## src/lsv_pkg.sv

```systemverilog
package lsv_pkg;

  localparam int LSV_ADDR_W = 8;
  localparam int LSV_DATA_W = 8;
  localparam int LSV_CODE_W = 6;
  localparam int LSV_MV_W = 12;

  // Register offsets.
  localparam logic [7:0] LSV_STBY_OFFSET = 8'h04;
  localparam logic [7:0] LSV_ACT_OFFSET = 8'h05;

  // Field positions in the standby register.
  localparam int LSV_RAMP_EN_BIT = 6;
  localparam int LSV_CODE_MSB = 5;
  localparam int LSV_CODE_LSB = 0;
  localparam int LSV_RSVD_BIT = 7;

  // Voltage decode, in millivolts.
  localparam logic [11:0] LSV_MIN_MV = 12'h258;
  localparam logic [11:0] LSV_MAX_MV = 12'hCE4;
  localparam logic [11:0] LSV_STEP_MV = 12'h032;
  localparam logic [5:0] LSV_CODE_FLOOR = 6'h02;
  localparam logic [5:0] LSV_CODE_CEIL = 6'h38;

  // Reset value of the read data port.
  localparam logic [7:0] LSV_RDATA_RST = 8'h00;

  // Nonvolatile load sequence.
  typedef enum logic [1:0] {
    LSV_ST_LOAD = 2'b00,
    LSV_ST_RUN = 2'b01
  } lsv_state_t;

endpackage

```

## src/lsv_decode.sv

```systemverilog
`timescale 1ns/1ps
module lsv_decode
  import lsv_pkg::*;
(
  input wire logic [LSV_CODE_W-1:0] i_code,
  output logic [LSV_MV_W-1:0] o_mv
);

  function automatic logic [LSV_MV_W-1:0] code_to_mv(input logic [LSV_CODE_W-1:0] code);
    logic [LSV_MV_W-1:0] steps;
    steps = '0;
    if (code <= LSV_CODE_FLOOR) begin
      code_to_mv = LSV_MIN_MV;
    end else if (code >= LSV_CODE_CEIL) begin
      code_to_mv = LSV_MAX_MV;
    end else begin
      steps = LSV_MV_W'(code - LSV_CODE_FLOOR);
      code_to_mv = LSV_MV_W'(LSV_MIN_MV + LSV_MV_W'(steps * LSV_STEP_MV));
    end
  endfunction

  always_comb begin
    o_mv = code_to_mv(i_code);
  end

endmodule

```

## src/lsv_regulator_standby_voltage_register.sv

```systemverilog
// Added by the designer: the strobed register port.
`timescale 1ns/1ps
// Function
// Bit 6 read/write standby ramp enable.
// Ramp disabled: keep active voltage in standby.
// Ramp enabled: standby uses standby code voltage.
// Bits 5..0 read/write standby voltage code.
// Code decode: 0.6V floor, 50mV steps, 3.3V cap.
// Fields load from nonvolatile memory at power-up.
// Separate active code register at next offset.
// Bit 7 reads zero, writes ignored.
module lsv_regulator_standby_voltage_register
  import lsv_pkg::*;
#(
  parameter int ADDR_W = LSV_ADDR_W
)
(
  input wire logic i_core_clk,
  input wire logic i_rst_n,
  input wire logic [ADDR_W-1:0] i_addr,
  input wire logic [LSV_DATA_W-1:0] i_wdata,
  input wire logic i_wr,
  input wire logic i_rd,
  input wire logic i_nvm_ramp_en,
  input wire logic [LSV_CODE_W-1:0] i_nvm_stby_code,
  input wire logic [LSV_CODE_W-1:0] i_nvm_act_code,
  input wire logic i_standby,
  output logic [LSV_DATA_W-1:0] o_rdata,
  output logic o_ramp_en,
  output logic [LSV_CODE_W-1:0] o_stby_code,
  output logic [LSV_CODE_W-1:0] o_act_code,
  output logic [LSV_MV_W-1:0] o_target_mv
);

  ////////////////////////////////////////////////////////////////////////////////
  lsv_state_t state_ff;
  logic ramp_en_ff;
  logic [LSV_CODE_W-1:0] stby_code_ff;
  logic [LSV_CODE_W-1:0] act_code_ff;
  logic [LSV_DATA_W-1:0] rdata_ff;
  logic [LSV_MV_W-1:0] target_mv_ff;
  logic [LSV_CODE_W-1:0] sel_code;
  logic [LSV_MV_W-1:0] sel_mv;
  logic [LSV_DATA_W-1:0] nxt_rdata;
  logic wr_stby;
  logic wr_act;

  assign wr_stby = i_wr && (i_addr == ADDR_W'(LSV_STBY_OFFSET));
  assign wr_act = i_wr && (i_addr == ADDR_W'(LSV_ACT_OFFSET));

  ////////////////////////////////////////////////////////////////////////////////
  // The first clock after reset release copies the nonvolatile image in.
  always_ff @(posedge i_core_clk) begin
    if (!i_rst_n) begin
      state_ff <= LSV_ST_LOAD;
    end else begin
      state_ff <= LSV_ST_RUN;
    end
  end

  always_ff @(posedge i_core_clk) begin
    if (!i_rst_n) begin
      ramp_en_ff <= 1'b0;
      stby_code_ff <= '0;
    end else if (state_ff == LSV_ST_LOAD) begin
      ramp_en_ff <= i_nvm_ramp_en;
      stby_code_ff <= i_nvm_stby_code;
    end else if (wr_stby) begin
      ramp_en_ff <= i_wdata[LSV_RAMP_EN_BIT];
      stby_code_ff <= i_wdata[LSV_CODE_MSB:LSV_CODE_LSB];
    end
  end

  always_ff @(posedge i_core_clk) begin
    if (!i_rst_n) begin
      act_code_ff <= '0;
    end else if (state_ff == LSV_ST_LOAD) begin
      act_code_ff <= i_nvm_act_code;
    end else if (wr_act) begin
      act_code_ff <= i_wdata[LSV_CODE_MSB:LSV_CODE_LSB];
    end
  end

  ////////////////////////////////////////////////////////////////////////////////
  always_comb begin
    nxt_rdata = '0;
    if (i_rd) begin
      case (i_addr)
        ADDR_W'(LSV_STBY_OFFSET): begin
          nxt_rdata[LSV_RAMP_EN_BIT] = ramp_en_ff;
          nxt_rdata[LSV_CODE_MSB:LSV_CODE_LSB] = stby_code_ff;
          nxt_rdata[LSV_RSVD_BIT] = 1'b0;
        end
        ADDR_W'(LSV_ACT_OFFSET): begin
          nxt_rdata[LSV_CODE_MSB:LSV_CODE_LSB] = act_code_ff;
        end
        default: begin
          nxt_rdata = '0;
        end
      endcase
    end
  end

  always_ff @(posedge i_core_clk) begin
    if (!i_rst_n) begin
      rdata_ff <= LSV_RDATA_RST;
    end else begin
      rdata_ff <= nxt_rdata;
    end
  end

  ////////////////////////////////////////////////////////////////////////////////
  // In standby the ramp flag chooses between the two codes.
  assign sel_code = (i_standby && ramp_en_ff) ? stby_code_ff : act_code_ff;

  lsv_decode u_decode (
    .i_code(sel_code),
    .o_mv(sel_mv)
  );

  always_ff @(posedge i_core_clk) begin
    if (!i_rst_n) begin
      target_mv_ff <= LSV_MIN_MV;
    end else begin
      target_mv_ff <= sel_mv;
    end
  end

  assign o_rdata = rdata_ff;
  assign o_ramp_en = ramp_en_ff;
  assign o_stby_code = stby_code_ff;
  assign o_act_code = act_code_ff;
  assign o_target_mv = target_mv_ff;

endmodule

```

## config.mk

```make
export PLATFORM = sky130hd
export DESIGN_NAME = lsv_regulator_standby_voltage_register
export DESIGN_NICKNAME = d
export VERILOG_FILES = /design/src/lsv_pkg.sv /design/src/lsv_decode.sv /design/src/lsv_regulator_standby_voltage_register.sv
export SDC_FILE = /design/constraint.sdc
export NUM_CORES = 1
export LEC_CHECK = 0
export ABC_CLOCK_PERIOD_IN_PS = 5800
export BUFFER_PORTS_ARGS = -buffer_cell sky130_fd_sc_hd__buf_2
export CORE_UTILIZATION = 52
export CTS_CLUSTER_SIZE = 30
export DETAILED_ROUTE_END_ITERATION = 10
export PLACE_DENSITY_LB_ADDON = 0.05
export SYNTH_ARGS = -nofsm -noshare
export SYNTH_HDL_FRONTEND = slang
export SYNTH_SLANG_ARGS = --single-unit
```

## constraint.sdc

```tcl
create_clock -name i_core_clk -period 5.8 [get_ports i_core_clk]
set_input_delay 1.74 -clock i_core_clk [delete_from_list [all_inputs] [get_ports i_core_clk]]
set_output_delay 1.74 -clock i_core_clk [all_outputs]
set_load 0.03 [all_outputs]
```

# Yosys cells after proc, flatten, opt, wreduce, memory -nomap -nowiden
# Index checks and enable logic that the tools add are counted.
# op_classes
addsub	2
mul	1
magnitude_cmp	2
n_eq_ne	2
muxes	10
bitwise_logic	1
n_reduce_logical	10
# op_table
operator	count
6-bit 2-to-1 mux	5
8-bit by 3-bit equality test with 1-bit output, second input constant	2
10-bit by 12-bit adder with 12-bit output, first input constant	1
12-bit by 5-bit multiplier with 11-bit output, second input constant	1
12-bit 2-to-1 mux	1
6-bit one-hot mux with 2 select lines	1
6-bit by 2-bit subtractor with 7-bit output, second input constant	1
6-bit greater-or-equal comparator, second input constant	1
6-bit by 2-bit <= comparator with 1-bit output, second input constant	1
2-bit nonzero test	2
1-bit logical AND	3
1-bit 2-to-1 mux	3
3-bit AND reduction	1
3-bit OR reduction	1
2-bit zero test	1
2-bit AND reduction	1
2-bit OR reduction	1
1-bit NOT	1
# word_totals
reg_bits	35
input_bits	34
output_inout_bits	33

# Longest topological paths before layout
# depth
depth_word	6
depth_mapped	20
ltp_nobuf	19

# By module
# Synthesis repeated with hierarchy kept, for this count alone.
# hier_totals
cells_unflattened	280
hier_area_um2	2494.9
# by_module_without_submodules
mod	n_inst	cells_per_inst	area_each_um2	seq_area_each_um2
lsv_regulator_standby_voltage_register	1	161	1547.7	660.6
lsv_decode	1	119	947.2	0.0

# Worst setup path before layout
# OpenSTA, ideal clock, no wires.
# synth_path
path_kind	input -> register
start	in i_standby
end	reg target_mv_ff[11], in the netlist o_target_mv[11]
setup_time_ns	0.141
arrival_time_ns	5.228
path_slack_ns	0.431
stages	20
path_buffers	1
cell_sequence	nand2_1 buf_6 a21oi_1 ha_1 nand2_1 nor2_1 xnor2_1 mux2i_1 ha_1 ha_1 inv_1 fa_1 inv_1 ha_1 o21ai_0 o21bai_1 a21oi_1 or3_4 a211oi_2 nor3b_2
# synth_via
elab_chain_cells	6
word_cells_on_any_way	9
cone_classes	add/sub: 2; mul: 1; order compare: 2; mux: 2; reduce/logical: 2
# synth_lines
element	line_no	text
from (decl)	lsv_regulator_standby_voltage_register.sv:27	input wire logic i_standby,
1-bit logical AND (*)	lsv_regulator_standby_voltage_register.sv:114	assign sel_code = (i_standby && ramp_en_ff) ? stby_code_ff : act_code_ff;
6-bit 2-to-1 mux (*)	lsv_regulator_standby_voltage_register.sv:114	
6-bit by 2-bit subtractor with 7-bit output	lsv_decode.sv:17	steps = LSV_MV_W'(code - LSV_CODE_FLOOR);
12-bit by 5-bit multiplier with 11-bit output	lsv_decode.sv:18	code_to_mv = LSV_MV_W'(LSV_MIN_MV + LSV_MV_W'(steps * LSV_STEP_MV));
10-bit by 12-bit adder with 12-bit output	lsv_decode.sv:18	
12-bit 2-to-1 mux	lsv_decode.sv:14	end else if (code >= LSV_CODE_CEIL) begin
to (signal assigned)	lsv_regulator_standby_voltage_register.sv:125	target_mv_ff <= sel_mv;
to (decl)	lsv_regulator_standby_voltage_register.sv:41	logic [LSV_MV_W-1:0] target_mv_ff;
# Every way passes the cells marked *; elsewhere a longest branch is shown, timed or not.
# A chain may end at the register's enable or synchronous reset.

# Worst setup path in the final report
# Ends and elaborated chain as after synthesis.

==> flow_summary.toml <==
[status]
outcome = "finished with violations"
failed_checks = "design-rule violations"

[logic_synthesis]
yosys_warnings = 0
ys_seq_area_frac = 0.294
synthesis.instances = 232
synth_area_sq_mm = 0.00218
synthDistinctLibCells = 49
syn_avg_cell_area_sq_um = 9.40
synth_seq_cells = 32

[die]
die_w_um = 66.8
ios = 67
dieArea_sq_mm = 0.00446
rows = 23
fp.dieH_um = 66.8
coreArea_sq_mm = 0.00400
start_util = 0.545

[timing]
fin_crit_ns = 5.49
whs_ns = 0.628
worst_pin_slew_ns = 0.806
relSlewSlack = 0.462
slew_viol_final = 0
hold_viol_final = 0
setup_violations = 0
fin_crit_sh = 0.946
fin_ws_ns = 0.313
fmax_ghz = 0.182
final.setup_skew_ns = 0.0132
fin_tns_setup_ns = 0
rsz0062_at_grt = "false"

[pwr]
p_leak_nw = 1.37
vdd_drop_max_uv = 204
p_per_area_mw_per_mm2 = 477
fin_total_pwr_mw = 1.27

[route]
wirelength_um = 4660
num_vias = 1864
drt_iter0_markers = 37
drt-pass1-iter-count = 7
wire_per_inst_um = 13.4
ant_nets = 0
drc_errors = 2
vias_per_cell = 5.36

[setup_path]
worstSetupEndpointType = "flop"
critPathRequiredTime_ns = 5.94
worst_ep_arrival_time_ns = 5.63
cp-start-kind = "primary input"
path_max_fanout = 5
path_class = "primary input to flop"

[placed_design]
port_buffers = 63
pre_cts_slack_ns = 0.0254
dp_cells = 340
place_hpwl_um = 3710
gp_congestion = 0.752

[cts]
cts_buffers = 5
cts_hold_buf = 0
cts_sinks = 32
post_cts_resized = 0
cts_buffer_depth = 2
htree_levels = 2
clkLatencyLatePin_ns = 0.28
clockRootBuffer = "clkbuf_8"
tritoncts = "built"
postCtsSetupRepairBufs = 0
clkTransAtPathRegs_ns = 0.07

[layout]
finalNetCount = 357
drive_gt1_frac = 0.292
nFillCells = 371
multi_input_area_sq_mm = 0.00142
antennaDiodeCount = 0
layout.cells.non_filler = 348
syn_to_final_growth_pct = 22.4
seq_area_sq_um = 641

[global_routing]
grt_overflow = 0
grt_pass1_wl_um = 7690
track_usage = 0.232
first_global_vias = 1808
antenna_found_initial = 0
grt_max_degree = 27

[min_path]
hold_class = "flop to flop"

[run]
cap_violations = 0
[metrics by stage]
| step | cell area (sq um) | utilization |
|---|---|---|
| finish | 2670 | 0.668 |
| global route | 2670 | 0.668 |
| CTS | 2670 | 0.668 |
| detailed placement | 2540 | 0.636 |
| global placement | 2540 | 0.636 |
| floorplan | 2180 | - |
[power by group]
part | leakage [nW] | internal, mW | switching [mW]
Clock | 0.0645 | 0.152 | 0.0810
Sequential | 0.264 | 0.249 | 0.0163
Combinational | 1.05 | 0.358 | 0.417
[final timing paths]
check / from / to / slack (ns) / cells after the start
setup reg to reg: o_ramp_en / o_target_mv[11] / 1.39 / 19
setup / recovery: i_standby / o_target_mv[11] / 0.31 / 20
hold / removal: o_ramp_en / o_rdata[6] / 0.63 / 1
hold reg to reg: o_ramp_en / o_rdata[6] / 0.63 / 1
[sequential cells by signal, summed over array words and instances (netlist names)]
| name | cells |
|---|---|
| state_ff | 1 |
| o_stby_code | 6 |
| o_target_mv | 11 |
| o_act_code | 6 |
| o_rdata | 7 |
| o_ramp_en | 1 |
[layer usage]
layer | global-route usage | vias up | wire length (um)
li1 | - | 942 | -
met1 | 0.244 | 858 | 1930
met2 | 0.431 | 55 | 2430
met3 | 0.0634 | 9 | 220
met4 | 0.0931 | 0 | 80
met5 | 0 | - | 0
[cells in the final DEF, fill, tap and decap left out, types with 3 or more instances in the layout]
master and instances:
o211a_1 13, nor2_1 21, buf_2 63, buf_4 6, a21o_1 3, inv_1 16, mux2i_1 18, xnor2_1 10
xor2_1 5, clkbuf_8 7, ha_1 20, a21oi_1 12, o21ai_0 4, fa_1 6, nand2_1 16, a22oi_1 6
dfxtp_1 32
[cell type report]
| cell class | count | area share |
|---|---|---|
| inverter | 16 | 0.0225 |
| clock buffer | 7 | 0.0361 |
| sequential | 32 | 0.240 |
| multi-input combinational | 173 | 0.532 |
| timing repair buffer | 69 | 0.135 |
| clock inverter | 1 | 0.0112 |
| tap | 50 | 0.0234 |
[cells by family (layout without fill, tap and decap cells)]
logic type      Yosys count  in the layout  share of synthesized area
compound gates           50             50                      0.176
xor+xnor                 15             15                     0.0602
fa+ha+maj                26             26                      0.170
buf+inv                  28             93                     0.0568
flops                    32             32                      0.294
mux                      21             21                      0.100
other cells               1              2                    0.00172
simple gates             59             59                      0.141
[synthesized netlist by cell type (all sizes together)]
master	n	area share
a211o	1	0.0040
a211oi	3	0.013
a21o	3	0.010
a21oi	12	0.028
a221o	1	0.0046
a22oi	6	0.021
and2	2	0.0057
and3	1	0.0034
and3b	1	0.0040
and4	2	0.0080
and4b	1	0.0046
buf	8	0.022
clkbuf	4	0.0075
conb	1	0.0017
dfxtp	32	0.29
fa	6	0.055
ha	20	0.11
inv	16	0.028
mux2	1	0.0052
mux2i	20	0.095
nand2	16	0.028
nand2b	2	0.0057
nand3	1	0.0023
nand4	2	0.0057
nand4b	1	0.0040
nand4bb	1	0.0052
nor2	21	0.036
nor3	1	0.0023
nor3b	1	0.0057
nor4	2	0.0057
nor4b	1	0.0040
o211a	13	0.060
o211ai	1	0.0034
o21a	2	0.0069
o21ai	4	0.0092
o21ba	1	0.0046
o21bai	2	0.0069
o31ai	1	0.0057
or2	1	0.0029
or3	2	0.0080
xnor2	10	0.040
xor2	5	0.020
[worst max-delay path, cell delays in order]
cell and delay (ns):
buf_2 0.13, and3_2 0.22, a21oi_1 0.20, ha_1 0.28, nand2_1 0.10, nor2_1 0.13
xnor2_1 0.16, mux2i_1 0.13, ha_1 0.31, ha_1 0.28, inv_1 0.05, fa_1 0.49
inv_1 0.04, ha_1 0.36, o21ai_0 0.11, o21bai_1 0.13, a21oi_1 0.09, or3_4 0.40
a211oi_2 0.22, nor3b_2 0.06
Power figures use the tool's default switching activity.
